File: src/hw/cocr_pkg.sv
// Register map, field layout and reset values of the clock output control block
package cocr_pkg;

  // Register offsets
  localparam logic [7:0] ADDR_FB_LOW_SET3   = 8'h67;  // Third PLL feedback low byte, set 3
  localparam logic [7:0] ADDR_SSFB_SET0     = 8'h68;  // Spread loop count low byte, set 0
  localparam logic [7:0] ADDR_SSFB_SET1     = 8'h69;  // Spread loop count low byte, set 1
  localparam logic [7:0] ADDR_SSFB_SET2     = 8'h6A;  // Spread loop count low byte, set 2
  localparam logic [7:0] ADDR_SSFB_SET3     = 8'h6B;  // Spread loop count low byte, set 3
  localparam logic [7:0] ADDR_SSFB_SET4     = 8'h6C;  // Spread loop count low byte, set 4
  localparam logic [7:0] ADDR_SSFB_SET5     = 8'h6D;  // Spread loop count low byte, set 5
  localparam logic [7:0] ADDR_SSRD_SET4     = 8'h6E;  // Spread reference divide, set 4
  localparam logic [7:0] ADDR_SSRD_SET5     = 8'h6F;  // Spread reference divide, set 5
  localparam logic [7:0] ADDR_SSRD_SET0     = 8'h70;  // Spread reference divide, set 0
  localparam logic [7:0] ADDR_SSRD_SET1     = 8'h71;  // Spread reference divide, set 1
  localparam logic [7:0] ADDR_SSRD_SET2     = 8'h72;  // Spread reference divide, set 2
  localparam logic [7:0] ADDR_RSVD_73       = 8'h73;  // Reserved, constant read value
  localparam logic [7:0] ADDR_OUT0_ROUTE    = 8'h74;  // Output 0 control and routing
  localparam logic [7:0] ADDR_OUT12         = 8'h76;  // Outputs 1 and 2 control
  localparam logic [7:0] ADDR_OUTPUT2_SLEW_CTRL         = 8'h77;  // Output 2 slew
  localparam logic [7:0] ADDR_OUT36         = 8'h78;  // Outputs 3 and 6 control
  localparam logic [7:0] ADDR_OUT4          = 8'h79;  // Output 4 pair control
  localparam logic [7:0] ADDR_OUT5          = 8'h7A;  // Output 5 pair control
  localparam logic [7:0] ADDR_OUTPUT6_SLEW_CTRL         = 8'h7B;  // Output 6 slew

  // Reset values
  localparam logic [7:0] RST_FB_LOW         = 8'h0C;
  localparam logic [7:0] RST_SS             = 8'h00;
  localparam logic [7:0] RST_RSVD_73        = 8'h01;
  localparam logic [7:0] RST_OUT0_ROUTE     = 8'h03;
  localparam logic [7:0] RST_CTRL           = 8'h00;

  // Writable bit masks, reserved bits read zero
  localparam logic [7:0] MASK_OUT0_ROUTE    = 8'hFB;
  localparam logic [7:0] MASK_PAIR          = 8'hFC;
  localparam logic [7:0] MASK_OUTPUT2_SLEW_CTRL         = 8'h30;
  localparam logic [7:0] MASK_OUTPUT6_SLEW_CTRL         = 8'hC0;

  // Field positions
  localparam int OEM_HI                     = 7;
  localparam int OEM_LO                     = 6;
  localparam int SLEW_HI                    = 5;
  localparam int SLEW_LO                    = 4;
  localparam int INV0_BIT                   = 3;
  localparam int INV_FIRST_BIT              = 3;  // First output of a pair
  localparam int INV_SECOND_BIT             = 2;  // Second output of a pair
  localparam int S1_BIT                     = 1;
  localparam int S3_BIT                     = 0;
  localparam int OUTPUT6_SLEW_CTRL_HI                   = 7;
  localparam int OUTPUT6_SLEW_CTRL_LO                   = 6;

  // Configuration sets and divider limits
  localparam int NUM_SETS                   = 6;
  localparam logic [11:0] FB_MIN            = 12'h00C;  // Least legal feedback count, 12
  localparam logic [11:0] FB_MAX            = 12'hFFF;  // Largest legal feedback count, 4095

endpackage

File: src/hw/cocr_top.sv
// Clock output control registers, spread-spectrum set storage and output stage
// Functional notes
// - Source select one: outputs 1,2 from dividers 1,2
// - Source select zero: outputs 1,2 from divider 2
// - Second select one: outputs 3,6 from dividers 3,6
// - Second select zero: outputs 3,6 from divider 6
// - Enable mode with enable pin low: x0 float, 01 low, 11 high
// - Register 0x74 mode governs output 0 only
// - Second control register mode governs outputs 1,2
// - Invert bit one presents inverted clock
// - Register 0x78 mode governs outputs 3,6
// - Register 0x79 mode governs outputs 4,4b
// - Register 0x7A mode governs outputs 5,5b
// - Six spread loop count low bytes held
// - Full spread count joins upper byte registers
// - Five spread reference divide bytes held, set 3 fixed at zero
// - Feedback divider limited to 12 through 4095
`timescale 1ns/1ps
`default_nettype none

module cocr_top #(
  parameter int SYNC_STAGES = 3  // Pin synchroniser depth
) (
  input  wire logic        CLK,              // 200 MHz register clock
  input  wire logic        SRST,             // Synchronous reset, active high
  // Register port from the serial host logic
  input  wire logic [7:0]  REG_ADDR,         // Register offset
  input  wire logic        REG_WR,           // Write strobe
  input  wire logic [7:0]  REG_WDATA,        // Write data
  input  wire logic        REG_RD,           // Read strobe
  output logic      [7:0]  REG_RDATA,        // Read data, one cycle after strobe
  output logic             REG_RVALID,       // Read data valid pulse
  // Active set and upper bytes held outside
  input  wire logic [2:0]  CFG_SEL,          // Active configuration set
  input  wire logic [7:0]  SS_FB_HIGH,       // Upper spread count byte of active set
  input  wire logic [3:0]  FB_HIGH_SET3,     // Upper feedback bits of set 3
  output logic      [15:0] SS_LOOP_COUNT,    // Spread loop count to PLL
  output logic      [7:0]  SS_REF_DIV,       // Spread reference divide to PLL
  output logic      [11:0] FB_COUNT_SET3,    // Legal feedback count of set 3
  output logic             FB_SET3_CLAMPED,  // Programmed count was illegal
  // Global output enable pin
  input  wire logic        OUT_EN_PIN,       // High lets clocks run
  // Divider clocks
  input  wire logic        DIV0_CLK,         // Source of output 0
  input  wire logic        DIV1_CLK,
  input  wire logic        DIV2_CLK,
  input  wire logic        DIV3_CLK,
  input  wire logic        DIV6_CLK,
  input  wire logic        DIV4_CLK,
  input  wire logic        DIV5_CLK,
  // Output pins, enable low while driving
  output logic             OUT0,
  output logic             OUT0_OE_N,
  output logic             OUT1,
  output logic             OUT1_OE_N,
  output logic             OUT2,
  output logic             OUT2_OE_N,
  output logic             OUT3,
  output logic             OUT3_OE_N,
  output logic             OUT4,
  output logic             OUT4_OE_N,
  output logic             OUT4B,
  output logic             OUT4B_OE_N,
  output logic             OUT5,
  output logic             OUT5_OE_N,
  output logic             OUT5B,
  output logic             OUT5B_OE_N,
  output logic             OUT6,
  output logic             OUT6_OE_N,
  // Slew settings to pad drivers
  output logic      [1:0]  SLEW0,
  output logic      [1:0]  SLEW1,
  output logic      [1:0]  OUTPUT2_SLEW_CTRL,
  output logic      [1:0]  SLEW3,
  output logic      [1:0]  SLEW4,
  output logic      [1:0]  SLEW5,
  output logic      [1:0]  OUTPUT6_SLEW_CTRL
);

  ////////////////////////////////////////////////////////////////////////////
  // Elaboration checks
  ////////////////////////////////////////////////////////////////////////////

  // Two agreeing stages after the first are needed
  if (SYNC_STAGES != 3) begin : g_bad_sync
    $error("SYNC_STAGES must be 3");
  end

  ////////////////////////////////////////////////////////////////////////////
  // Register storage
  ////////////////////////////////////////////////////////////////////////////

  logic [7:0] fb_low_set3_r;                       // Feedback low byte, set 3
  logic [7:0] ss_fb_low_r [cocr_pkg::NUM_SETS];    // Spread loop count low bytes
  logic [7:0] ss_refdiv_r [cocr_pkg::NUM_SETS];    // Spread reference divides
  logic [7:0] out0_route_r;                        // Output 0 and routing
  logic [7:0] out12_r;                             // Outputs 1 and 2
  logic [7:0] output2_slew_ctrl_r;                             // Output 2 slew
  logic [7:0] out36_r;                             // Outputs 3 and 6
  logic [7:0] out4_r;                              // Output 4 pair
  logic [7:0] out5_r;                              // Output 5 pair
  logic [7:0] output6_slew_ctrl_r;                             // Output 6 slew

  // Feedback low byte of set 3
  always_ff @(posedge CLK) begin
    if (SRST) begin
      fb_low_set3_r <= cocr_pkg::RST_FB_LOW;
    end else if (REG_WR && REG_ADDR == cocr_pkg::ADDR_FB_LOW_SET3) begin
      fb_low_set3_r <= REG_WDATA;
    end
  end

  always_ff @(posedge CLK) begin
    if (SRST) begin
      for (int i = 0; i < cocr_pkg::NUM_SETS; i++) begin
        ss_fb_low_r[i] <= cocr_pkg::RST_SS;
      end
    end else if (REG_WR) begin
      // Sets sit at consecutive offsets
      case (REG_ADDR)
        cocr_pkg::ADDR_SSFB_SET0: ss_fb_low_r[0] <= REG_WDATA;
        cocr_pkg::ADDR_SSFB_SET1: ss_fb_low_r[1] <= REG_WDATA;
        cocr_pkg::ADDR_SSFB_SET2: ss_fb_low_r[2] <= REG_WDATA;
        cocr_pkg::ADDR_SSFB_SET3: ss_fb_low_r[3] <= REG_WDATA;
        cocr_pkg::ADDR_SSFB_SET4: ss_fb_low_r[4] <= REG_WDATA;
        cocr_pkg::ADDR_SSFB_SET5: ss_fb_low_r[5] <= REG_WDATA;
        default: ;  // Other offsets leave these alone
      endcase
    end
  end

  always_ff @(posedge CLK) begin
    if (SRST) begin
      for (int i = 0; i < cocr_pkg::NUM_SETS; i++) begin
        ss_refdiv_r[i] <= cocr_pkg::RST_SS;
      end
    end else if (REG_WR) begin
      // Set 3 has no offset and keeps its reset value
      case (REG_ADDR)
        cocr_pkg::ADDR_SSRD_SET0: ss_refdiv_r[0] <= REG_WDATA;
        cocr_pkg::ADDR_SSRD_SET1: ss_refdiv_r[1] <= REG_WDATA;
        cocr_pkg::ADDR_SSRD_SET2: ss_refdiv_r[2] <= REG_WDATA;
        cocr_pkg::ADDR_SSRD_SET4: ss_refdiv_r[4] <= REG_WDATA;
        cocr_pkg::ADDR_SSRD_SET5: ss_refdiv_r[5] <= REG_WDATA;
        default: ;  // Other offsets leave these alone
      endcase
    end
  end

  always_ff @(posedge CLK) begin
    if (SRST) begin
      out0_route_r <= cocr_pkg::RST_OUT0_ROUTE;
      out12_r      <= cocr_pkg::RST_CTRL;
      output2_slew_ctrl_r      <= cocr_pkg::RST_CTRL;
      out36_r      <= cocr_pkg::RST_CTRL;
      out4_r       <= cocr_pkg::RST_CTRL;
      out5_r       <= cocr_pkg::RST_CTRL;
      output6_slew_ctrl_r      <= cocr_pkg::RST_CTRL;
    end else if (REG_WR) begin
      // Reserved bits stay zero
      case (REG_ADDR)
        cocr_pkg::ADDR_OUT0_ROUTE: out0_route_r <= REG_WDATA & cocr_pkg::MASK_OUT0_ROUTE;
        cocr_pkg::ADDR_OUT12:      out12_r      <= REG_WDATA & cocr_pkg::MASK_PAIR;
        cocr_pkg::ADDR_OUTPUT2_SLEW_CTRL:      output2_slew_ctrl_r      <= REG_WDATA & cocr_pkg::MASK_OUTPUT2_SLEW_CTRL;
        cocr_pkg::ADDR_OUT36:      out36_r      <= REG_WDATA & cocr_pkg::MASK_PAIR;
        cocr_pkg::ADDR_OUT4:       out4_r       <= REG_WDATA & cocr_pkg::MASK_PAIR;
        cocr_pkg::ADDR_OUT5:       out5_r       <= REG_WDATA & cocr_pkg::MASK_PAIR;
        cocr_pkg::ADDR_OUTPUT6_SLEW_CTRL:      output6_slew_ctrl_r      <= REG_WDATA & cocr_pkg::MASK_OUTPUT6_SLEW_CTRL;
        default: ;  // Unmapped writes ignored
      endcase
    end
  end

  ////////////////////////////////////////////////////////////////////////////
  // Register read
  ////////////////////////////////////////////////////////////////////////////

  logic [7:0] rd_mux;  // Combinational read selection

  // Read selection, unmapped offsets read zero
  always_comb begin
    case (REG_ADDR)
      cocr_pkg::ADDR_FB_LOW_SET3: rd_mux = fb_low_set3_r;
      cocr_pkg::ADDR_SSFB_SET0:   rd_mux = ss_fb_low_r[0];
      cocr_pkg::ADDR_SSFB_SET1:   rd_mux = ss_fb_low_r[1];
      cocr_pkg::ADDR_SSFB_SET2:   rd_mux = ss_fb_low_r[2];
      cocr_pkg::ADDR_SSFB_SET3:   rd_mux = ss_fb_low_r[3];
      cocr_pkg::ADDR_SSFB_SET4:   rd_mux = ss_fb_low_r[4];
      cocr_pkg::ADDR_SSFB_SET5:   rd_mux = ss_fb_low_r[5];
      cocr_pkg::ADDR_SSRD_SET0:   rd_mux = ss_refdiv_r[0];
      cocr_pkg::ADDR_SSRD_SET1:   rd_mux = ss_refdiv_r[1];
      cocr_pkg::ADDR_SSRD_SET2:   rd_mux = ss_refdiv_r[2];
      cocr_pkg::ADDR_SSRD_SET4:   rd_mux = ss_refdiv_r[4];
      cocr_pkg::ADDR_SSRD_SET5:   rd_mux = ss_refdiv_r[5];
      cocr_pkg::ADDR_RSVD_73:     rd_mux = cocr_pkg::RST_RSVD_73;
      cocr_pkg::ADDR_OUT0_ROUTE:  rd_mux = out0_route_r;
      cocr_pkg::ADDR_OUT12:       rd_mux = out12_r;
      cocr_pkg::ADDR_OUTPUT2_SLEW_CTRL:       rd_mux = output2_slew_ctrl_r;
      cocr_pkg::ADDR_OUT36:       rd_mux = out36_r;
      cocr_pkg::ADDR_OUT4:        rd_mux = out4_r;
      cocr_pkg::ADDR_OUT5:        rd_mux = out5_r;
      cocr_pkg::ADDR_OUTPUT6_SLEW_CTRL:       rd_mux = output6_slew_ctrl_r;
      default:                    rd_mux = 8'h00;
    endcase
  end

  // Read data captured on the strobe, held until next read
  always_ff @(posedge CLK) begin
    if (SRST) begin
      REG_RDATA <= 8'h00;
    end else if (REG_RD) begin
      REG_RDATA <= rd_mux;
    end
  end

  // Read valid pulse
  always_ff @(posedge CLK) begin
    if (SRST) begin
      REG_RVALID <= 1'b0;
    end else begin
      REG_RVALID <= REG_RD;
    end
  end

  ////////////////////////////////////////////////////////////////////////////
  // Active set spread values and set 3 feedback count to the third PLL
  ////////////////////////////////////////////////////////////////////////////

  logic [2:0] set_idx;  // Legal set index

  // Out of range selections fall back to set 0
  always_comb begin
    if (CFG_SEL < 3'(cocr_pkg::NUM_SETS)) begin
      set_idx = CFG_SEL;
    end else begin
      set_idx = 3'h0;
    end
  end

  always_ff @(posedge CLK) begin
    if (SRST) begin
      SS_LOOP_COUNT <= 16'h0000;
      SS_REF_DIV    <= 8'h00;
    end else begin
      // Upper byte joined above low byte
      SS_LOOP_COUNT <= {SS_FB_HIGH, ss_fb_low_r[set_idx]};
      SS_REF_DIV    <= ss_refdiv_r[set_idx];
    end
  end

  logic [11:0] fb_raw;  // Programmed feedback count of set 3

  assign fb_raw = {FB_HIGH_SET3, fb_low_set3_r};

  // Illegal small counts clamped to least legal
  always_ff @(posedge CLK) begin
    if (SRST) begin
      FB_COUNT_SET3   <= cocr_pkg::FB_MIN;
      FB_SET3_CLAMPED <= 1'b0;
    end else if (fb_raw < cocr_pkg::FB_MIN) begin
      FB_COUNT_SET3   <= cocr_pkg::FB_MIN;
      FB_SET3_CLAMPED <= 1'b1;
    end else begin
      FB_COUNT_SET3   <= fb_raw;
      FB_SET3_CLAMPED <= 1'b0;
    end
  end

  ////////////////////////////////////////////////////////////////////////////
  // Enable pin synchroniser
  ////////////////////////////////////////////////////////////////////////////

  logic [SYNC_STAGES-1:0] en_sync_r;  // Pin shift chain
  logic                   run_r;      // Filtered enable level

  // Three stage chain; first stage feeds only the second
  always_ff @(posedge CLK) begin
    if (SRST) begin
      en_sync_r <= '0;
    end else begin
      en_sync_r <= {en_sync_r[SYNC_STAGES-2:0], OUT_EN_PIN};
    end
  end

  // Level changes once stages two and three agree
  always_ff @(posedge CLK) begin
    if (SRST) begin
      run_r <= 1'b0;
    end else if (en_sync_r[1] == en_sync_r[2]) begin
      run_r <= en_sync_r[2];
    end
  end

  ////////////////////////////////////////////////////////////////////////////
  // Output stage
  ////////////////////////////////////////////////////////////////////////////

  // Drive one pin: returns {level, oe_n}
  function automatic logic [1:0] pin_drive(input logic clk_in, input logic [1:0] mode,
                                           input logic polarity_flip, input logic run);
    logic [1:0] res;
    res = 2'b01;
    if (run) begin
      // Polarity flip on the running clock
      res = {clk_in ^ polarity_flip, 1'b0};
    end else if (mode[0]) begin
      // Parked at the level in the high mode bit
      res = {mode[1], 1'b0};
    end else begin
      // Mode x0 floats the pin
      res = 2'b01;
    end
    return res;
  endfunction

  logic src1;  // Routed source of output 1
  logic src3;  // Routed source of output 3

  assign src1 = out0_route_r[cocr_pkg::S1_BIT] ? DIV1_CLK : DIV2_CLK;
  assign src3 = out0_route_r[cocr_pkg::S3_BIT] ? DIV3_CLK : DIV6_CLK;

  logic [1:0] mode0, mode12, mode36, mode4, mode5;  // Enable modes per field

  assign mode0  = out0_route_r[cocr_pkg::OEM_HI:cocr_pkg::OEM_LO];
  assign mode12 = out12_r[cocr_pkg::OEM_HI:cocr_pkg::OEM_LO];
  assign mode36 = out36_r[cocr_pkg::OEM_HI:cocr_pkg::OEM_LO];
  assign mode4  = out4_r[cocr_pkg::OEM_HI:cocr_pkg::OEM_LO];
  assign mode5  = out5_r[cocr_pkg::OEM_HI:cocr_pkg::OEM_LO];

  // Clock paths stay combinational so no edge is resampled at 200 MHz
  // Output 0 mode alone
  assign {OUT0, OUT0_OE_N} = pin_drive(DIV0_CLK, mode0,
                                       out0_route_r[cocr_pkg::INV0_BIT], run_r);
  // Outputs 1 and 2 share one mode
  assign {OUT1, OUT1_OE_N} = pin_drive(src1, mode12,
                                       out12_r[cocr_pkg::INV_FIRST_BIT], run_r);
  assign {OUT2, OUT2_OE_N} = pin_drive(DIV2_CLK, mode12,
                                       out12_r[cocr_pkg::INV_SECOND_BIT], run_r);
  // Outputs 3 and 6 share one mode
  assign {OUT3, OUT3_OE_N} = pin_drive(src3, mode36,
                                       out36_r[cocr_pkg::INV_FIRST_BIT], run_r);
  assign {OUT6, OUT6_OE_N} = pin_drive(DIV6_CLK, mode36,
                                       out36_r[cocr_pkg::INV_SECOND_BIT], run_r);
  assign {OUT4, OUT4_OE_N} = pin_drive(DIV4_CLK, mode4,
                                       out4_r[cocr_pkg::INV_FIRST_BIT], run_r);
  assign {OUT4B, OUT4B_OE_N} = pin_drive(~DIV4_CLK, mode4,
                                         out4_r[cocr_pkg::INV_SECOND_BIT], run_r);
  assign {OUT5, OUT5_OE_N} = pin_drive(DIV5_CLK, mode5,
                                       out5_r[cocr_pkg::INV_FIRST_BIT], run_r);
  assign {OUT5B, OUT5B_OE_N} = pin_drive(~DIV5_CLK, mode5,
                                         out5_r[cocr_pkg::INV_SECOND_BIT], run_r);

  // Slew fields straight from registers
  assign SLEW0 = out0_route_r[cocr_pkg::SLEW_HI:cocr_pkg::SLEW_LO];
  assign SLEW1 = out12_r[cocr_pkg::SLEW_HI:cocr_pkg::SLEW_LO];
  assign OUTPUT2_SLEW_CTRL = output2_slew_ctrl_r[cocr_pkg::SLEW_HI:cocr_pkg::SLEW_LO];
  assign SLEW3 = out36_r[cocr_pkg::SLEW_HI:cocr_pkg::SLEW_LO];
  assign SLEW4 = out4_r[cocr_pkg::SLEW_HI:cocr_pkg::SLEW_LO];
  assign SLEW5 = out5_r[cocr_pkg::SLEW_HI:cocr_pkg::SLEW_LO];
  assign OUTPUT6_SLEW_CTRL = output6_slew_ctrl_r[cocr_pkg::OUTPUT6_SLEW_CTRL_HI:cocr_pkg::OUTPUT6_SLEW_CTRL_LO];

endmodule

`default_nettype wire

File: config.mk
export PLATFORM = sky130hd
export DESIGN_NAME = cocr_top
export DESIGN_NICKNAME = d
export VERILOG_FILES = /design/src/hw/cocr_pkg.sv /design/src/hw/cocr_top.sv
export SDC_FILE = /design/constraint.sdc
export NUM_CORES = 1
export LEC_CHECK = 0
export BUFFER_PORTS_ARGS = -buffer_cell sky130_fd_sc_hd__buf_2
export CAP_MARGIN = 20
export CORE_UTILIZATION = 45
export CTS_CLUSTER_DIAMETER = 30
export CTS_CLUSTER_SIZE = 40
export DETAILED_ROUTE_END_ITERATION = 7
export GPL_ROUTABILITY_DRIVEN = 0
export PLACE_DENSITY_LB_ADDON = 0.12
export SLEW_MARGIN = 30
export SYNTH_ARGS = -nofsm -noshare
export SYNTH_HDL_FRONTEND = slang
export SYNTH_SLANG_ARGS = --single-unit
File: constraint.sdc
create_clock -name CLK -period 2.7 [get_ports CLK]
set_input_delay 0.54 -clock CLK [delete_from_list [all_inputs] [get_ports CLK]]
set_output_delay 0.54 -clock CLK [all_outputs]
set_load 0.005 [all_outputs]
Word-level counts from Yosys, hierarchy flattened

Memory sizes are Yosys's and may differ from the RTL's. A register that Yosys moved wholly into a read port is not among the register bits.
Cells that the tools add are included.

Bits in writable memories: 96
Output and inout bits: 78
Register bits: 85
Bits of input ports: 43
Memories kept: 2
Word-level logic and storage cells: 147

Memory list:

| name        | words | bits a word | rd ports | clocked after Yosys merged registers in | write ports | RTL line       | RTL |
|---|---|---|---|---|---|---|---|
| ss_fb_low_r | 6     | 8           | 7        | 1                                       | 6           | cocr_top.sv:94 | `logic [7:0] ss_fb_low_r [cocr_pkg::NUM_SETS];` |
| ss_refdiv_r | 6     | 8           | 6        | 1                                       | 6           | cocr_top.sv:95 | `logic [7:0] ss_refdiv_r [cocr_pkg::NUM_SETS];` |

Bitwise gates (word level): 22
Reduce and logical (&&, ||, !) cells: 9
$lt $le $gt $ge: 2
Mux-type cells: 76
Equal/unequal tests: 21

Operators with widths:

| kind                  | number |
|---|---|
| $eq A8 B7 Y1 const B  | 20 |
| $pmux W8 S20          | 1 |
| $mux W8               | 11 |
| $mux W1               | 49 |
| $mux W2               | 14 |
| $reduce_and A2 Y1     | 7 |
| $lt A12 B4 Y1 const B | 1 |
| $or A1 B1 Y1          | 11 |
| $xor A1 B1 Y1         | 9 |
| $lt A3 B3 Y1 const B  | 1 |
| $mux W3               | 1 |
| $not A1 Y1            | 2 |
| $reduce_or A2 Y1      | 1 |
| $eq A1 B1 Y1          | 1 |
| $logic_and A1 B1 Y1   | 1 |

Longest topological paths before layout

Depth after elaboration: 6
Mapped depth: 9

Worst setup path after synthesis

OpenSTA, ideal clock, no wires.

Path type: input to register
From: in REG_ADDR[4]
To: mem ss_refdiv_r[0][0] (enable)
Stages: 5
Buffers on the path: 2
Library setup time: 375 ps
Data required time: 2325 ps
Slack: 504 ps
Arrival: 1822 ps
Cell sequence: buf_4 > nand4b_2 > or3_1 > buf_2 > o21bai_1

RTL lines:

| item               | RTL line       | RTL |
|---|---|---|
| start: declaration | cocr_top.sv:27 | `input wire logic [7:0] REG_ADDR,` |
| end: declaration   | cocr_top.sv:95 |  |

Final worst setup path

From: in REG_ADDR[2]
To: reg REG_RDATA[7]

Cells in the longest elaborated chain, start to end: 2

RTL lines:

| item                   | RTL line        | RTL |
|---|---|---|
| $eq A8 B7 Y1           | cocr_top.sv:182 | `case (REG_ADDR)` |
| $pmux W8 S20 *         | cocr_top.sv:182 |  |
| end signal: assignment | cocr_top.sv:212 | `REG_RDATA <= rd_mux;` |
| end: declaration       | cocr_top.sv:31  | `output logic [7:0] REG_RDATA,` |

Mark *: on every way between the ends. The rest lies on a longest branch, timed or not.
A chain may end at the register's enable or synchronous reset.

==> flow_summary.json <==
{
  "finalCriticalPeriod_ps": 2110,
  "clk_pin_slew_ps": 70,
  "hold_viol": 0,
  "fmax_mhz": 475,
  "slew_violations": 0,
  "start_kind": "primary input",
  "wl_per_cell_um": 22.8,
  "fin_cells": 1287,
  "drc": 0,
  "netlist_area_um2": 8730,
  "setup_violations": 0,
  "place_inst": 1255,
  "nNetsFinal": 1057,
  "p_leak_nw": 3.89,
  "n_antenna_cell": 0,
  "placed_area_um2": 9590,
  "synthDistinctLibCells": 64,
  "grt-ovfl-total": 0,
  "ios": 121,
  "vias": 7524,
  "fin_setup_tns_ps": 0,
  "drtIter0Drc": 929,
  "cp-end-kind": "flip-flop",
  "place_hpwl_mm": 20.9,
  "finalClockSkew_ps": 9.45,
  "drt-vias-per-instance": 5.85,
  "grt_max_degree": 56,
  "synth_edf_count": 88,
  "num_rows": 50,
  "crit_type": "primary input to flip-flop",
  "cts_setup_buffers": 0,
  "totalWireLength_mm": 29.4,
  "synth-seq-cells": 181,
  "drive_above_1_share_pct": 20.4,
  "post_synth_inst_count": 915,
  "die-area_um2": 20000,
  "vdd_ir_drop_max_v": 0.000455,
  "antenna_found_initial": 0,
  "dr.pass1.iters": 7,
  "cp.arrival_ps": 2490,
  "cts_buffers": 17,
  "root_buffer": "clkbuf_16",
  "slew_headroom_pct": 45.0,
  "grt_pass1_wl_mm": 43.3,
  "layout_common_cells": "nand2_1 (128), buf_2 (119), and2_1 (94)",
  "grtUsageTotal_pct": 29.9,
  "synth_flop_cell": "dfxtp_1",
  "postCtsHoldBufs": 0,
  "status": "completed",
  "cts_tree": "done",
  "fp.dieW_um": 141,
  "ys_warn_count": 0,
  "finalInstanceArea_um2": 10200,
  "pwr_density_cell_nw_per_um2": 592,
  "timing.final.crit_share_pct": 78.0,
  "worstMarginPinSlew_ps": 825,
  "cts_max_level": 4,
  "ant_nets": 0,
  "final_common_cell": "nand2_1",
  "cts.sinks": 181,
  "numPortBuffers": 120,
  "initial_utilization_pct": 46.2,
  "clk_path_buf_depth": 2,
  "hold_path_class": "primary input to flip-flop",
  "postSynth.asyncResetShare_pct": 0,
  "syn_nets": 958,
  "chipHeight_um": 141,
  "core-area_um2": 18900,
  "grt_pass1_vias": 6843,
  "ys_seq_area_share_pct": 51.6,
  "synthToLayoutAreaGrowth_pct": 16.4,
  "post_cts_resize_count": 0,
  "rsz0062_at_grt": "no",
  "synth.avg_cell_area_um2": 9.54,
  "critPathRequiredTime_ps": 3080,
  "drv_cap": 0,
  "cp_max_fo": 9,
  "clkLatencyLatePin_ps": 430
}
## worst paths after layout
path                           from           endpoint  slack [ps]  cells after the start
hold / removal        SS_FB_HIGH[4]  SS_LOOP_COUNT[12]         310                      2
setup / recovery        REG_ADDR[2]       REG_RDATA[7]         590                      8
hold reg to reg        en_sync_r[0]       en_sync_r[1]         440                      1
setup reg to reg  ss_fb_low_r[3][4]       REG_RDATA[4]        1010                      5
## routing by layer
layer | GRT usage, % | up-vias | wire (um)
met3 | 6.85 | 56 | 2630
met1 | 40.8 | 3604 | 12500
li1 | - | 3449 | -
met5 | 0 | - | 0
met4 | 10.5 | 0 | 813
met2 | 46.6 | 415 | 13400
## stage by stage
step	hold slack [ps]	util, %	power (mW)	setup WS, ps
after floorplan	414	-	3.35	504
after global placement	420	50.7	3.62	261
after detailed placement	428	50.7	3.62	220
after CTS	305	53.8	6.03	549
after global routing	320	53.8	6.21	446
final	311	53.8	6.02	594
## synthesized netlist by cell type, drive strengths merged, types with 5 or more instances
library cell    n  share of area, %
nand2         128               5.5
edfxtp         88                30
a22oi          19               1.7
dfxtp          93                21
mux2i          18               2.1
clkbuf         48               2.1
xor2            5              0.50
buf            38               2.9
nor2           48               2.1
nand3          33               1.9
a311oi         12               1.2
nand3b          7              0.60
nor2b          26               1.9
nor3           21               1.5
o21bai         13               1.1
nand2b         11              0.79
a31oi           8              0.57
a21oi          64               3.7
o21ai          53               3.0
a221oi         14               1.5
and2           95               6.8
and3            7              0.50
## kinds of logic after synthesis
family | synth area share (%)
xor gates and xnor gates | 0.903
AOI/OAI and AO/OA | 16.3
DFF | 51.6
buffers and inverters | 5.06
and+or+nand+nor | 23.1
muxes | 3.09
## cell type report
type                       count  area (um^2)
clock buffer                  23          510
clock inverter                 9         67.6
fill                        1795         8730
inverter                       2         7.51
multi-input combinational    646         3790
sequential                   181         4500
tap                          260          325
timing repair buffer         166          961
## sequential cells by signal (all words and copies together), names as in the netlist, 2 cells and up
register and flops:
ss_fb_low_r 48, ss_refdiv_r 40, SS_LOOP_COUNT 16, FB_COUNT_SET3 12, REG_RDATA 8, SS_REF_DIV 8, fb_low_set3_r 8, out0_route_r 7
out12_r 6, out36_r 6, out4_r 6, out5_r 6, en_sync_r 3, output2_slew_ctrl_r 2, output6_slew_ctrl_r 2
## report_power, final
group | switching (mW) | leakage, nW | internal (mW)
registers | 0.0836 | 1.59 | 2.98
clock network | 1.10 | 0.288 | 1.35
logic | 0.335 | 2.01 | 0.181
## critical path: stages
cell and delay, ps:
buf_2 160, buf_4 180, and4bb_1 390, and3_1 440
a221oi_1 150, or3_1 390, o2111ai_1 80, a22o_1 160
Power figures use the tool's default switching activity.
